[src/rtl/cmx_defs.svh]
// Register indices, field positions, reset values and timing counts of the mixer control bank
`ifndef CMX_DEFS_SVH
`define CMX_DEFS_SVH

// Word indices; byte address is four times the index
`define CMX_IDX_AUX3        6'h06
`define CMX_IDX_MIC         6'h07
`define CMX_IDX_MONO        6'h08
`define CMX_IDX_DAC_A       6'h09
`define CMX_IDX_ENABLE      6'h1b
`define CMX_IDX_STATUS      6'h1c

// Reset values
`define CMX_RST_AUX3        16'h8888
`define CMX_RST_MIC         16'h8888
`define CMX_RST_MONO        16'h8868
`define CMX_RST_DAC_A       16'h8888
`define CMX_RST_DAC_B       16'h8888
`define CMX_RST_ENABLE      4'h0

// Writable bits; reserved bits stay zero
`define CMX_MASK_MIX        16'h9f9f
`define CMX_MASK_MONO       16'h9ffb
`define CMX_MASK_DAC        16'hbfbf

// Field positions inside one byte of a mix or gain register
`define CMX_MUTE_BIT        7
`define CMX_MIX_GAIN_MSB    4
`define CMX_DAC_GAIN_MSB    5

// Field positions in the low byte of the mono/misc register
`define CMX_GLOBAL_MUTE_BIT 7
`define CMX_MONO_OUT_BIT    6
`define CMX_HP_MUTE_BIT     5
`define CMX_HP_SWING_BIT    4
`define CMX_SUM_MUTE_BIT    3
`define CMX_DAC_B_TIME_BIT  1
`define CMX_DAC_A_TIME_BIT  0

// Enable register bits
`define CMX_EN_CONV_OFF_BIT 0
`define CMX_EN_AMIX_BIT     1
`define CMX_EN_ANA_BIT      2
`define CMX_EN_DAC_A_BIT    3

// Status register bits
`define CMX_ST_PEND_A_BIT   0
`define CMX_ST_PEND_B_BIT   1
`define CMX_ST_BASE_BIT     2
`define CMX_ST_MIX_BIT      3
`define CMX_ST_DAC_BIT      4

// Deferred gain change timeout, least figure, and clock rate
`define CMX_DEFER_TIMEOUT_MS 10
`define CMX_CLK_KHZ          125000
`define CMX_DEFER_CYCLES     (`CMX_DEFER_TIMEOUT_MS * `CMX_CLK_KHZ)

`endif

[src/rtl/cmx_pkg.sv]
// Types shared by the mixer control bank files
package cmx_pkg;

    // One mix path: mute and 5-bit gain code
    typedef struct packed {
        logic       mute;
        logic [4:0] gain;
    } cmx_mix_s;

    // One output channel split into analog and digital steps
    typedef struct packed {
        logic       mute;
        logic [4:0] analog;
        logic [5:0] digital;
    } cmx_dac_split_s;

    // Deferred gain change states
    typedef enum logic {
        CMX_IDLE,
        CMX_WAIT
    } cmx_defer_e;

endpackage
[src/rtl/cmx_gain_defer.sv]
// Deferred apply of a gain word on zero crossing or timeout
`timescale 1ns/1ps
module cmx_gain_defer #(
    parameter int          TIMEOUT_CYCLES = 1250000,
    parameter logic [15:0] RESET_VAL      = 16'h8888
) (
    input  wire logic        clk_in,       // Clock
    input  wire logic        rst_in,       // Synchronous reset
    input  wire logic        force_in,     // Hold applied word at default
    input  wire logic [15:0] value_in,     // Newly written gain word
    input  wire logic        load_in,      // Pulse: new word accepted
    input  wire logic        immediate_in, // 1: apply at once
    input  wire logic        zero_cross_in,// Output crossing midscale
    output logic      [15:0] applied_out,  // Gain word in force
    output logic             pending_out   // A change is waiting
);

    localparam int CNT_W = $clog2(TIMEOUT_CYCLES + 1);
    localparam logic [CNT_W-1:0] LAST = CNT_W'(TIMEOUT_CYCLES - 1);

    cmx_pkg::cmx_defer_e state;
    logic [15:0]         held;
    logic [CNT_W-1:0]    cnt;

    wire expire = (cnt == LAST);
    wire fire   = (state == cmx_pkg::CMX_WAIT) && (zero_cross_in || expire || immediate_in);

    // Newest write replaces a pending one and restarts the timeout
    always_ff @(posedge clk_in) begin
        if (rst_in || force_in) begin
            state       <= cmx_pkg::CMX_IDLE;
            held        <= RESET_VAL;
            cnt         <= '0;
            applied_out <= RESET_VAL;
        end else if (load_in) begin
            held <= value_in;
            cnt  <= '0;
            if (immediate_in) begin
                applied_out <= value_in;
                state       <= cmx_pkg::CMX_IDLE;
            end else begin
                state <= cmx_pkg::CMX_WAIT;
            end
        end else begin
            case (state)
                cmx_pkg::CMX_WAIT: begin
                    if (fire) begin
                        applied_out <= held;
                        state       <= cmx_pkg::CMX_IDLE;
                    end else begin
                        cnt <= cnt + CNT_W'(1);
                    end
                end
                default: begin
                    cnt <= '0;
                end
            endcase
        end
    end

    assign pending_out = (state == cmx_pkg::CMX_WAIT);

endmodule

[src/rtl/cmx_mixer_regs.sv]
// Mixer and output control register bank with Wishbone slave and deferred gain apply
//
// Function
// - Microphone mix mute per channel: 0 passes the mix, 1 silences it.
// - Microphone 5-bit gain steps -1.5 dB: 00000 +12, 01000 0, 11111 -34.5 dB.
// - Right aux3 mix has mute bit and 5-bit gain with same step encoding.
// - Aux3, microphone and DAC A gain registers reset to 0x8888.
// - Mono/misc register resets to 0x8868.
// - All but the enable register held at default, writes ignored in reset, power-down or conversions off; enable only resets.
// - Aux3 and microphone also held when analog mix or channels disabled.
// - Mono/misc upper byte only also held when analog mix or channels disabled.
// - DAC A gain also held when analog channels or DAC A disabled.
// - One mono mute and one mono gain serve both left and right mix.
// - Global mix mute silences every mix into DAC A outputs.
// - Mono output mute and headphone mute: 0 enables, 1 mutes.
// - Headphone swing select: 0 gives 2 V p-p, 1 gives 4 V p-p.
// - Summing pin mute: 0 mixes summing pins into DAC A, 1 mutes.
// - DAC A timing bit 1 applies gain at once, else on crossing or timeout.
// - DAC B timing bit works the same way for DAC B gain.
// - DAC A output mute per channel: 0 enables, 1 mutes.
// - DAC A 6-bit gain: top bit adds digital steps beyond -34.5 dB analog.
`timescale 1ns/1ps
`include "cmx_defs.svh"
module cmx_mixer_regs #(
    parameter int ADR_W          = 8,
    parameter int DEFER_CYCLES   = `CMX_DEFER_CYCLES
) (
    input  wire logic                       CLK_IN,                    // 125 MHz clock
    input  wire logic                       RST_IN,                    // Sync reset, high
    input  wire logic                       PWR_DOWN_N_IN,             // Power-down pin, low
    input  wire logic                       WB_CYC_IN,                 // Bus cycle
    input  wire logic                       WB_STB_IN,                 // Strobe
    input  wire logic                       WB_WE_IN,                  // Write enable
    input  wire logic [ADR_W-1:0]           WB_ADR_IN,                 // Byte address
    input  wire logic [3:0]                 WB_SEL_IN,                 // Byte enables
    input  wire logic [31:0]                WB_DAT_IN,                 // Write data
    output logic      [31:0]                WB_DAT_OUT,                // Read data
    output logic                            WB_ACK_OUT,                // Acknowledge
    input  wire logic                       DAC_A_ZERO_CROSS_IN,       // DAC A at midscale
    input  wire logic                       DAC_B_ZERO_CROSS_IN,       // DAC B at midscale
    input  wire logic [15:0]                DAC_B_GAIN_IN,             // DAC B gain word
    input  wire logic                       DAC_B_GAIN_LOAD_IN,        // DAC B word written
    output cmx_pkg::cmx_mix_s [1:0]         MIC_MIX_OUT,               // 1 left, 0 right
    output cmx_pkg::cmx_mix_s               RIGHT_AUX3_MIX_OUT,        // Right aux3 mix
    output cmx_pkg::cmx_mix_s               MONO_IN_MIX_OUT,           // Mono into both
    output logic                            SUMMING_PINS_MIX_MUTE_OUT, // Summing pins muted
    output logic                            GLOBAL_MIX_MUTE_OUT,       // All mix muted
    output logic                            MONO_OUT_MUTE_OUT,         // Mono output muted
    output logic                            HEADPHONE_OUT_MUTE_OUT,    // Headphones muted
    output logic                            HEADPHONE_SWING_OUT,       // 1: 4 V p-p
    output cmx_pkg::cmx_dac_split_s [1:0]   DAC_A_OUT,                 // 1 left, 0 right
    output logic      [15:0]                DAC_B_GAIN_OUT             // DAC B word in force
);

    localparam int IDX_W = ADR_W - 2;

    // Byte-lane merge limited to writable bits
    function automatic logic [15:0] cmx_merge(
        input logic [15:0] old_val,
        input logic [15:0] wr_val,
        input logic [1:0]  sel,
        input logic [15:0] mask
    );
        logic [15:0] lanes;
        lanes = mask & {{8{sel[1]}}, {8{sel[0]}}};
        return (old_val & ~lanes) | (wr_val & lanes);
    endfunction

    // Register storage
    logic [15:0] aux3;
    logic [15:0] mic;
    logic [15:0] mono;
    logic [15:0] dac_a;
    logic [3:0]  enable;
    logic [31:0] rd_data;
    logic [15:0] dac_a_applied;
    logic [15:0] dac_b_applied;
    logic        pend_a;
    logic        pend_b;

    // Bus decode; a write lands on the edge where the master sees ack
    wire [IDX_W-1:0] idx       = WB_ADR_IN[ADR_W-1:2];
    wire             req       = WB_CYC_IN && WB_STB_IN;
    wire             commit    = req && WB_WE_IN && WB_ACK_OUT;
    wire             hit_aux3  = (idx == `CMX_IDX_AUX3);
    wire             hit_mic   = (idx == `CMX_IDX_MIC);
    wire             hit_mono  = (idx == `CMX_IDX_MONO);
    wire             hit_dac_a = (idx == `CMX_IDX_DAC_A);
    wire             hit_en    = (idx == `CMX_IDX_ENABLE);
    wire             hit_st    = (idx == `CMX_IDX_STATUS);
    wire             lane_any  = WB_SEL_IN[0] || WB_SEL_IN[1];
    wire [15:0]      wr_word   = WB_DAT_IN[15:0];
    wire [1:0]       wr_sel    = WB_SEL_IN[1:0];

    // Enable bits that gate the mixing registers
    wire conv_off  = enable[`CMX_EN_CONV_OFF_BIT];
    wire amix_en   = enable[`CMX_EN_AMIX_BIT];
    wire ana_en    = enable[`CMX_EN_ANA_BIT];
    wire dac_a_en  = enable[`CMX_EN_DAC_A_BIT];

    // Hold conditions; each clears to default and blocks writes
    wire base_hold = RST_IN || !PWR_DOWN_N_IN || conv_off;
    wire mix_hold  = base_hold || !amix_en || !ana_en;
    wire dac_hold  = base_hold || !ana_en || !dac_a_en;

    // Write strobes per register
    wire wr_aux3   = commit && hit_aux3;
    wire wr_mic    = commit && hit_mic;
    wire wr_mono   = commit && hit_mono;
    wire wr_dac_a  = commit && hit_dac_a;
    wire wr_en     = commit && hit_en;
    wire dac_a_ld  = wr_dac_a && lane_any && !dac_hold;

    // Reserved bits never store, so they always read back as zero
    wire [15:0] aux3_merge  = cmx_merge(aux3, wr_word, wr_sel, `CMX_MASK_MIX);
    wire [15:0] mic_merge   = cmx_merge(mic, wr_word, wr_sel, `CMX_MASK_MIX);
    wire [15:0] mono_merge  = cmx_merge(mono, wr_word, wr_sel, `CMX_MASK_MONO);
    wire [15:0] dac_merge   = cmx_merge(dac_a, wr_word, wr_sel, `CMX_MASK_DAC);
    wire [15:0] rst_mono    = `CMX_RST_MONO;

    // Next register values
    wire [15:0] next_aux3;
    wire [15:0] next_mic;
    wire [15:0] next_mono;
    wire [15:0] next_dac_a;
    wire [3:0]  next_enable;
    wire [15:0] mono_wr;

    assign next_aux3   = mix_hold ? `CMX_RST_AUX3 : (wr_aux3 ? aux3_merge : aux3);
    assign next_mic    = mix_hold ? `CMX_RST_MIC : (wr_mic ? mic_merge : mic);
    assign mono_wr     = wr_mono ? mono_merge : mono;
    // Upper byte follows the mix gate, lower byte only the base gate
    assign next_mono   = {mix_hold ? rst_mono[15:8] : mono_wr[15:8],
                          base_hold ? rst_mono[7:0] : mono_wr[7:0]};
    assign next_dac_a  = dac_hold ? `CMX_RST_DAC_A : (wr_dac_a ? dac_merge : dac_a);
    assign next_enable = RST_IN ? `CMX_RST_ENABLE : (wr_en && WB_SEL_IN[0] ? WB_DAT_IN[3:0]
                                                                            : enable);

    // Register update
    always_ff @(posedge CLK_IN) begin
        aux3   <= next_aux3;
        mic    <= next_mic;
        mono   <= next_mono;
        dac_a  <= next_dac_a;
        enable <= next_enable;
    end

    // Status word shows pending changes and live hold gates
    wire [15:0] status_word;
    assign status_word = {11'h000,
                          dac_hold,
                          mix_hold,
                          base_hold,
                          pend_b,
                          pend_a};

    // Read mux; unmapped addresses answer zero
    wire [31:0] rd_word;
    assign rd_word = hit_aux3  ? {16'h0000, aux3} :
                     hit_mic   ? {16'h0000, mic} :
                     hit_mono  ? {16'h0000, mono} :
                     hit_dac_a ? {16'h0000, dac_a} :
                     hit_en    ? {28'h0000000, enable} :
                     hit_st    ? {16'h0000, status_word} :
                                 32'h00000000;

    // Single-wait-state slave: ack one cycle after the request, then drops
    always_ff @(posedge CLK_IN) begin
        if (RST_IN) begin
            WB_ACK_OUT <= 1'b0;
            rd_data    <= 32'h00000000;
        end else begin
            WB_ACK_OUT <= req && !WB_ACK_OUT;
            rd_data    <= (req && !WB_ACK_OUT && !WB_WE_IN) ? rd_word : 32'h00000000;
        end
    end
    assign WB_DAT_OUT = rd_data;

    // Timing bits taken from the misc byte
    wire dac_a_now = mono[`CMX_DAC_A_TIME_BIT];
    wire dac_b_now = mono[`CMX_DAC_B_TIME_BIT];

    // DAC A gain reaches the outputs through the deferral unit
    cmx_gain_defer #(
        .TIMEOUT_CYCLES (DEFER_CYCLES),
        .RESET_VAL      (`CMX_RST_DAC_A)
    ) u_defer_a (
        .clk_in        (CLK_IN),
        .rst_in        (RST_IN),
        .force_in      (dac_hold),
        .value_in      (dac_merge),
        .load_in       (dac_a_ld),
        .immediate_in  (dac_a_now),
        .zero_cross_in (DAC_A_ZERO_CROSS_IN),
        .applied_out   (dac_a_applied),
        .pending_out   (pend_a)
    );

    // DAC B word lives elsewhere; only its timing is owned here
    cmx_gain_defer #(
        .TIMEOUT_CYCLES (DEFER_CYCLES),
        .RESET_VAL      (`CMX_RST_DAC_B)
    ) u_defer_b (
        .clk_in        (CLK_IN),
        .rst_in        (RST_IN),
        .force_in      (base_hold),
        .value_in      (DAC_B_GAIN_IN),
        .load_in       (DAC_B_GAIN_LOAD_IN && !base_hold),
        .immediate_in  (dac_b_now),
        .zero_cross_in (DAC_B_ZERO_CROSS_IN),
        .applied_out   (dac_b_applied),
        .pending_out   (pend_b)
    );

    // Misc controls decoded from the next value, so outputs track the register
    wire global_mute = next_mono[`CMX_GLOBAL_MUTE_BIT];

    // Global mute overrides every individual mix mute
    cmx_pkg::cmx_mix_s [1:0]       next_mic_out;
    cmx_pkg::cmx_dac_split_s [1:0] next_dac_out;
    cmx_pkg::cmx_mix_s             next_aux3_out;
    cmx_pkg::cmx_mix_s             next_mono_in;

    // Per channel decode: index 1 is the upper byte (left)
    for (genvar ch = 0; ch < 2; ch++) begin : g_chan
        wire [7:0] mic_byte = next_mic[ch*8 +: 8];
        wire [7:0] gain_byte = dac_a_applied[ch*8 +: 8];
        wire [5:0] code = gain_byte[`CMX_DAC_GAIN_MSB:0];
        assign next_mic_out[ch].mute = mic_byte[`CMX_MUTE_BIT] || global_mute;
        assign next_mic_out[ch].gain = mic_byte[`CMX_MIX_GAIN_MSB:0];
        assign next_dac_out[ch].mute = gain_byte[`CMX_MUTE_BIT];
        // Analog bottoms out at code 11111; beyond that digital steps take over
        assign next_dac_out[ch].analog = code[5] ? 5'h1f : code[4:0];
        assign next_dac_out[ch].digital = code[5] ? ({1'b0, code[4:0]} + 6'h01)
                                                  : 6'h00;
    end

    // Right aux3 uses the low byte only
    assign next_aux3_out.mute = next_aux3[`CMX_MUTE_BIT] || global_mute;
    assign next_aux3_out.gain = next_aux3[`CMX_MIX_GAIN_MSB:0];

    // One mono mute and gain feed both sides of the mix
    assign next_mono_in.mute = next_mono[8 + `CMX_MUTE_BIT] || global_mute;
    assign next_mono_in.gain = next_mono[8 + `CMX_MIX_GAIN_MSB:8];

    // Output flops; under reset the next values are the defaults
    always_ff @(posedge CLK_IN) begin
        MIC_MIX_OUT               <= next_mic_out;
        RIGHT_AUX3_MIX_OUT        <= next_aux3_out;
        MONO_IN_MIX_OUT           <= next_mono_in;
        SUMMING_PINS_MIX_MUTE_OUT <= next_mono[`CMX_SUM_MUTE_BIT] || global_mute;
        GLOBAL_MIX_MUTE_OUT       <= global_mute;
        MONO_OUT_MUTE_OUT         <= next_mono[`CMX_MONO_OUT_BIT];
        HEADPHONE_OUT_MUTE_OUT    <= next_mono[`CMX_HP_MUTE_BIT];
        HEADPHONE_SWING_OUT       <= next_mono[`CMX_HP_SWING_BIT];
        DAC_A_OUT                 <= next_dac_out;
        DAC_B_GAIN_OUT            <= dac_b_applied;
    end

endmodule

[config.mk]
export PLATFORM = sky130hd
export DESIGN_NAME = cmx_mixer_regs
export DESIGN_NICKNAME = d
export VERILOG_FILES = /design/src/rtl/cmx_pkg.sv /design/src/rtl/cmx_gain_defer.sv /design/src/rtl/cmx_mixer_regs.sv
export VERILOG_INCLUDE_DIRS = /design/src /design/src/rtl
export SDC_FILE = /design/constraint.sdc
export NUM_CORES = 1
export LEC_CHECK = 0
export ABC_AREA = 1
export BUFFER_PORTS_ARGS = -buffer_cell sky130_fd_sc_hd__buf_2
export CAP_MARGIN = 20
export CORE_MARGIN = 2
export CORE_UTILIZATION = 40
export DETAILED_ROUTE_END_ITERATION = 12
export PLACE_DENSITY = 0.57
export SLEW_MARGIN = 20
export SYNTH_ARGS = -nofsm -noshare
export SYNTH_HDL_FRONTEND = slang
export SYNTH_HIERARCHICAL = 1
export SYNTH_SLANG_ARGS = --single-unit
[constraint.sdc]
create_clock -name CLK_IN -period 2.9 [get_ports CLK_IN]
set_clock_uncertainty 0.15 [all_clocks]
set_input_delay 0.145 -clock CLK_IN [delete_from_list [all_inputs] [get_ports CLK_IN]]
set_output_delay 0.145 -clock CLK_IN [all_outputs]
set_load 0.01 [all_outputs]
### After elaboration in Yosys (flattened, before gate mapping)

Cells that the tools add are included.

* bits in registers: 278
* input port bits: 69
* output and inout port bits: 102
* logic and storage cells: 152

* add/subtract/negate cells: 4
* equal/unequal tests: 10
* multiplexer cells: 29
* bitwise gates (word level): 17
* reduce and logical (&&, ||, !) cells: 52

Operator list (number)
* $mux W16: 15
* $and A16 B16 Y16: 7
* $or A16 B16 Y16: 4
* $not A16 Y16: 3
* $add A21 B1 Y21 const B: 2
* $eq A21 B21 Y1 const B: 2
* $mux W8: 4
* $logic_or A1 B1 Y1: 18
* $logic_and A1 B1 Y1: 16
* $add A5 B1 Y6 const B: 2
* $eq A6 B3 Y1 const B: 2
* $eq A6 B4 Y1 const B: 2
* $eq A6 B5 Y1 const B: 2
* $mux W5: 2
* $logic_not A1 Y1: 8
* $mux W1: 8
* $reduce_bool A2 Y1: 4
* $reduce_or A7 Y1: 1
* $reduce_and A3 Y1: 2
* $reduce_or A3 Y1: 2
* $ne A2 B2 Y1 const B: 2
* $not A1 Y1: 3
* $reduce_or A2 Y1: 1

### Longest topological paths before layout

Gate-level depths: netlist (run 1).

* depth in word-level cells: 11
* gate-level depth with buffers: 16
* mapped depth without buffers: 12

### By module

The synthesis (run 1) kept the hierarchy.

Modules (own cells, without submodules)
* cmx_gain_defer: times used 2, cells an instance 373, area each 2605.0 um2
* cmx_mixer_regs: times used 1, cells an instance 592, area each 4657.0 um2

### Worst setup path before layout (run 1)

Ideal clock, no wire load.

* kind: register to register
* start: register WB_ACK_OUT
* end: register u_defer_a.applied_out[5]
* arrival time: 2.045 ns
* data required time: 2.635 ns
* path slack: 0.590 ns
* cell stages (with the launch flop): 14
* buffers on the path: 4
* clock period less this slack: 2.310 ns
* path through: dfxtp_1 > nand2_1 > nor2_4 > nand2_4 > buf_2 > a211oi_2 > buf_4 > inv_2 > nor2_1 > a21oi_1 > buf_2 > buf_4 > a21oi_1 > nor2_1

* cells in the longest elaborated chain, start to end: 6
* elaborated cells between the ends (all ways): 9
* classes of those cells: eq/ne (1); mux (1); reduce/logical (7)

Ends and longest elaborated chain
* start, declared: line cmx_mixer_regs.sv:38 `output logic WB_ACK_OUT,`
* start signal, assigned: line cmx_mixer_regs.sv:173 `WB_ACK_OUT <= req && !WB_ACK_OUT;`
* $logic_and A1 B1 Y1 *: line cmx_mixer_regs.sv:84 `wire commit = req && WB_WE_IN && WB_ACK_OUT;`
* $logic_and A1 B1 Y1 *: line cmx_mixer_regs.sv:110 `wire wr_dac_a = commit && hit_dac_a;`
* $logic_and A1 B1 Y1 * (2 in a row): line cmx_mixer_regs.sv:112 `wire dac_a_ld = wr_dac_a && lane_any && !dac_hold;`
* via dac_a_ld: line cmx_mixer_regs.sv:112
* $ne A2 B2 Y1 (no line) / $reduce_bool A2 Y1 (equally long branches)
* $reduce_and A3 Y1 (no line)
* end signal, assigned: line cmx_gain_defer.sv:39 `applied_out <= value_in;`
* end signal, assigned: line cmx_gain_defer.sv:48 `applied_out <= held;`
* end, declared: line cmx_gain_defer.sv:14 `output logic [15:0] applied_out,`

Mark *: on every way through the listed nets, which the timed path passes. The rest lies on a longest branch.
A chain may end at the register's enable or synchronous reset.

==> results.py, run 1 <==
metrics = {
    "status": {
        "outcome": "completed",
    },
    "clocking": {
        "clk_root_buffer_cell": "clkbuf_16",
        "tritoncts": "built",
        "cts_max_level": 1,
        "cts_inserted_buffers": 26,
        "insertion_delay_ps": 530,
        "clock_sinks": 220,
        "clockBufferDepth": 3,
        "cts.clk_slew.worst_paths_ps": 60,
        "cts-resized-gates": 0,
    },
    "power": {
        "powerDensity_nw_per_um2": 565,
        "switching_share_pct": 21.7,
        "p_clk_share_pct": 50.9,
        "p_int_mw": 5.26,
        "power_frac_comb_pct": 3.9,
        "p_leak_nw": 4.73,
        "power.switching_mw": 1.46,
        "power_mw": 6.71,
        "ir_drop_mv": 0.404,
        "seqPwrFrac_pct": 45.1,
    },
    "placement": {
        "place.detailed.hpwl_um": 17300,
        "dpl_cell_area_um2": 10400,
        "gp_congestion": 0.870,
        "place_ws_ps": 545,
        "io_buffers": 132,
    },
    "routing": {
        "num_vias": 8711,
        "drc": 0,
        "drt_iter0_markers": 652,
        "first_pass_iters": 4,
        "final_antenna_net_count": 0,
        "wl_per_cell_um": 13.6,
        "routed_wl_um": 24800,
        "viasPerCell": 4.77,
    },
    "yosys": {
        "syn_avg_cell_area_um2": 7.36,
        "yosysWarnings": 6,
        "synthCells": 1322,
        "netlist_area_um2": 9720,
    },
    "floorplanning": {
        "rows": 57,
        "die_x_um": 160,
        "start_util_pct": 40.3,
        "dieArea_um2": 25600,
        "die_h_um": 160,
        "fp.coreArea_um2": 24100,
        "num_io_pins": 171,
    },
    "sta": {
        "fin_crit_sh_pct": 90.8,
        "drv_slew": 0,
        "tightestPinTransition_ps": 749,
        "hold_violations": 0,
        "tns_ps": 0,
        "finalSetupViolCount": 0,
        "layout_setup_ws_ps": 265,
        "rsz0062_at_grt": "no",
        "slew_headroom_pct": 50.0,
        "fmax_ghz": 0.380,
        "fin_crit_ps": 2630,
    },
    "setup_path": {
        "crit_type": "reg -> reg",
        "crit_required_ps": 3220,
        "r2r_cells": 8,
        "r2r_slack_ps": 270,
        "cp_max_fo": 7,
        "r2r_start": "WB_ACK_OUT",
        "arrival_ps": 2960,
        "end_kind": "flop",
        "start_kind": "flop",
    },
    "cells_and_area": {
        "areaGrowthSynthToFinish_pct": 22.2,
        "fin_nets": 1556,
        "finalInstanceArea_um2": 11900,
        "final_util_pct": 49.3,
        "register_area_um2": 4400,
        "multiInputGateArea_um2": 4470,
        "final_cell_mix": "323 x nand2_1, 220 x dfxtp_1, 177 x nor2_1, 143 x nand3_1, 132 x buf_2",
        "nFillCells": 2432,
        "drive_gt1_share_pct": 16.1,
        "final_common_cell": "nand2_1",
    },
    "worst_hold_path": {
        "hold_class": "in -> reg",
        "whs_path_depth": 6,
        "holdCritStartpoint": "WB_ADR_IN[7]",
        "hold_end": "WB_DAT_OUT[3]",
    },
    "flow_run": {
        "maxCapViolations": 0,
    },
    "global_routing": {
        "grt_max_degree": 30,
        "grt_usage_pct": 18.7,
        "grt_pass1_wl_um": 40500,
        "antenna_found_initial": 1,
        "grt_pass1_vias": 8000,
        "grt_overflow_total": 0,
    },
}
[area by class of cell]
class,count,share of cell area [%]
Tap cell,324,3.41
Inverter,86,2.72
Sequential cell,220,37.1
Multi-Input combinational cell,942,37.6
Timing Repair Buffer,207,11.5
Clock buffer,31,5.72
Antenna cell,1,0.0211
Clock inverter,17,1.97
[critical path, cell delays in order (launching register included)]
cell	delay (ps)
dfxtp_1	370
nand2_1	110
nor2_4	290
nand2_4	180
nor2_4	240
nand2_1	60
dlygate4sd3_1	550
nand3_1	70
dlygate4sd3_1	550
[registers in the layout, summed over array words and instances (netlist names), 2 cells and up, named ones only]
name,flops
DAC_A_OUT,24
u_defer_a/cnt,21
u_defer_b/cnt,21
DAC_B_GAIN_OUT,16
u_defer_b/applied_out,16
u_defer_b/held,16
WB_DAT_OUT,15
dac_a,14
u_defer_a/applied_out,14
u_defer_a/held,14
MIC_MIX_OUT,10
RIGHT_AUX3_MIX_OUT,5
MONO_IN_MIX_OUT,4
enable,4
mono,3
mic,2
[how the worst max path moves through the flow]
stage / start / end / slack, ps / depth (start not counted)
2_1_floorplan: WB_ACK_OUT / u_defer_a/applied_out[5] / 630 / 13
3_3_place_gp: WB_ACK_OUT / u_defer_a/applied_out[10] / 590 / 9
3_5_place_dp: WB_ACK_OUT / u_defer_a/applied_out[11] / 540 / 10
4_1_cts: WB_ACK_OUT / flop / 290 / 8
5_1_grt: WB_ACK_OUT / flop / 140 / 8
6_report: WB_ACK_OUT / flop / 270 / 8
[routing by layer]
layer	share of wire, %	wire length, um	up-vias	track usage, %
li1	-	-	4536	-
met1	48	11900	3914	26.4
met2	44	10800	229	29.4
met3	6.2	1530	32	3.56
met4	1.8	447	0	5.24
met5	0	0	-	0
[power by group through the flow]
stage | sequential, mW | clock, mW | combinational, mW
after floorplan | 3.10 | 0 | 0.152
after global placement | 3.10 | 0 | 0.211
after detailed placement | 3.10 | 0 | 0.212
after CTS | 3.03 | 3.49 | 0.263
after global routing | 3.03 | 3.63 | 0.289
final | 3.03 | 3.42 | 0.264
[through the flow]
step / instances / hold WS [ps]
finish: 1828 / 30.5
global route: 1828 / 38.5
CTS: 1827 / 0.201
detailed placement: 1723 / 188
global placement: 1723 / 189
floorplan: 1338 / 74.3
[timing repair]
item | CTS | global route
hold buffers | 56 | 0
buffers inserted | 0 | 0
endpoints found under the hold margin | 88 | 0
Power figures use the tool's default switching activity.
==> run 2: changes to the inputs <==
==> constraint.sdc (replaced) <==
create_clock -name CLK_IN -period 2.85 [get_ports CLK_IN]
set_clock_uncertainty 0.15 [all_clocks]
set_input_delay 0.1425 -clock CLK_IN [delete_from_list [all_inputs] [get_ports CLK_IN]]
set_output_delay 0.1425 -clock CLK_IN [all_outputs]
set_load 0.01 [all_outputs]
==> run 2 against run 1 <==
Effect of this change: routed wire length grew 0.92%; utilization shrank 0.61 points; power shrank 2.7%; global-route usage grew 0.079 points; design area shrank 1.2%; cell count shrank 0.66%; clock power shrank 7.0%; via count shrank 0.44%; register-to-register slack gained 210 ps; sequential cell count is the same; sequential share of layout area grew 0.46 points; critical path type unchanged; largest power group unchanged.
==> results.py, run 2 (synthesis results as in run 1) <==
metrics = {
    "power": {
        "power.switching_mw": 1.40,
        "p_leak_nw": 4.69,
        "p_int_mw": 5.14,
        "powerDensity_nw_per_um2": 557,
        "seqPwrFrac_pct": 47.2,
        "ir_drop_mv": 0.399,
        "power_frac_comb_pct": 4.1,
        "switching_share_pct": 21.4,
        "p_clk_share_pct": 48.7,
    },
    "routing": {
        "wl_per_cell_um": 13.8,
        "routed_wl_um": 25000,
        "first_pass_iters": 5,
        "final_antenna_net_count": 0,
        "num_vias": 8673,
        "drc": 0,
        "drt_iter0_markers": 538,
        "viasPerCell": 4.78,
    },
    "floorplanning": {
        "num_io_pins": 171,
        "dieArea_um2": 25600,
        "start_util_pct": 40.3,
        "fp.coreArea_um2": 24100,
        "die_x_um": 160,
        "rows": 57,
        "die_h_um": 160,
    },
    "worst_hold_path": {
        "whs_path_depth": 6,
        "hold_class": "in -> reg",
        "holdCritStartpoint": "WB_ADR_IN[7]",
        "hold_end": "WB_DAT_OUT[9]",
    },
    "sta": {
        "fin_crit_sh_pct": 83.2,
        "finalSetupViolCount": 0,
        "rsz0062_at_grt": "no",
        "drv_slew": 0,
        "slew_headroom_pct": 58.2,
        "tns_ps": 0,
        "tightestPinTransition_ps": 626,
        "fin_crit_ps": 2370,
        "hold_violations": 0,
        "fmax_ghz": 0.422,
        "layout_setup_ws_ps": 479,
    },
    "global_routing": {
        "grt_usage_pct": 18.8,
        "antenna_found_initial": 1,
        "grt_pass1_wl_um": 40200,
        "grt_max_degree": 30,
        "grt_overflow_total": 0,
        "grt_pass1_vias": 7914,
    },
    "clocking": {
        "cts_max_level": 1,
        "insertion_delay_ps": 520,
        "clockBufferDepth": 3,
        "cts_inserted_buffers": 26,
        "clk_root_buffer_cell": "clkbuf_16",
        "cts-resized-gates": 0,
        "clock_sinks": 220,
        "tritoncts": "built",
        "cts.hold.buffers_added": 51,
        "cts_setup_buffers": 0,
        "cts.clk_slew.worst_paths_ps": 60,
    },
    "setup_path": {
        "cp_cell_sequence": "nand2_1 > nor2_4 > nand2_4 > a211oi_2 > buf_4 > mux2i_1 > nand3_1 > nand2_1 > nor2_1",
        "crit_buf_inv": 1,
        "cp_max_fo": 18,
        "critPathSlowestCell": "dfxtp_1",
        "end_kind": "flop",
        "arrival_ps": 2630,
        "crit_family": "simple AND/OR/NAND/NOR gates",
        "crit_type": "reg -> reg",
        "timing.rr.end": "u_defer_a/applied_out[10]",
        "critPathMaxStageDelay_ps": 370,
        "crit_required_ps": 3110,
        "start_kind": "flop",
        "r2r_start": "WB_ACK_OUT",
        "r2r_cells": 9,
        "crit_top_cell": "nand2_1",
        "r2r_slack_ps": 480,
    },
    "placement": {
        "place.detailed.hpwl_um": 17400,
        "io_buffers": 132,
        "place_ws_ps": 499,
        "gp_congestion": 0.863,
    },
    "cells_and_area": {
        "regMostFlops": "DAC_A_OUT",
        "drive_gt1_share_pct": 15.7,
        "nFillCells": 2489,
        "areaGrowthSynthToFinish_pct": 20.7,
        "fin_nets": 1550,
        "top_regs": "DAC_A_OUT x24, u_defer_a/cnt x21, u_defer_b/cnt x21",
        "final_cell_mix": "323 x nand2_1, 220 x dfxtp_1, 177 x nor2_1, 143 x nand3_1, 132 x buf_2",
        "final_common_cell": "nand2_1",
        "largest_reg_flops": 24,
    },
    "flow_run": {
        "maxCapViolations": 0,
    },
    "status": {
        "outcome": "completed",
    },
}
## run 2: changes by cell type in the layout (fill, tap and decap cells not counted)
cell,change
dlygate4sd3_1,-5
clkbuf_1,+1
buf_4,-1
bufinv_16,-4
clkinv_8,-1
clkinvlp_4,-4
clkbuf_8,+5
clkinv_2,-4
clkbuf_16,+1
## run 2: worst max-delay path by stage
| stage | start | endpoint | cells after the start | slack (ps) |
|---|---|---|---|---|
| after CTS | WB_ACK_OUT | u_defer_a/applied_out[2] | 9 | 460 |
| after detailed placement | WB_ACK_OUT | u_defer_a/applied_out[10] | 9 | 500 |
| final | WB_ACK_OUT | u_defer_a/applied_out[10] | 9 | 480 |
| after global routing | WB_ACK_OUT | u_defer_a/applied_out[10] | 9 | 290 |
| after global placement | WB_ACK_OUT | u_defer_a/applied_out[2] | 9 | 540 |
| after floorplan | WB_ACK_OUT | u_defer_a/applied_out[5] | 13 | 580 |
## run 2: routing by layer
layer | share of wire, % | track usage, %
met3 | 5.1 | 3.56
met1 | 49 | 26.2
met2 | 44 | 30.1
met4 | 2.1 | 5.00
met5 | 0 | 0
## run 2: power by group through the flow
stage / sequential [mW] / combinational [mW] / clock (mW)
floorplan: 3.15 / 0.155 / 0
global placement: 3.15 / 0.213 / 0
detailed placement: 3.15 / 0.215 / 0
CTS: 3.08 / 0.263 / 3.26
global route: 3.08 / 0.291 / 3.41
finish: 3.09 / 0.265 / 3.18
## run 2: final cells by class
class                           count  area (um2)  share of cell area (%)
Inverter                           86         323                    2.75
Antenna cell                        1        2.50                  0.0213
Timing Repair Buffer              201        1310                    11.1
Clock buffer                       38         777                    6.62
Sequential cell                   220        4400                    37.5
Clock inverter                      4        47.5                   0.405
Multi-Input combinational cell    942        4470                    38.1
Tap cell                          324         405                    3.45
## run 2: metrics by stage
stage	instances	total power, mW	cell area, um2	util, %	hold slack (ps)
CTS	1815	6.61	11700	48.7	2.90
finish	1816	6.53	11700	48.7	17.8
global placement	1722	3.36	10400	43.1	188
global route	1816	6.78	11700	48.7	46.6
detailed placement	1722	3.37	10400	43.1	189
floorplan	1338	3.31	9780	-	71.8
## run 2: worst register-to-register path, delay by kind of cell (launching register included)
family                 cells  cell delay [ps]
AO/OA/AOI/OAI              1              270
AND/OR/NAND/NOR            6              880
flip-flops                 1              370
buffers and inverters      1              300
multiplexers               1              310
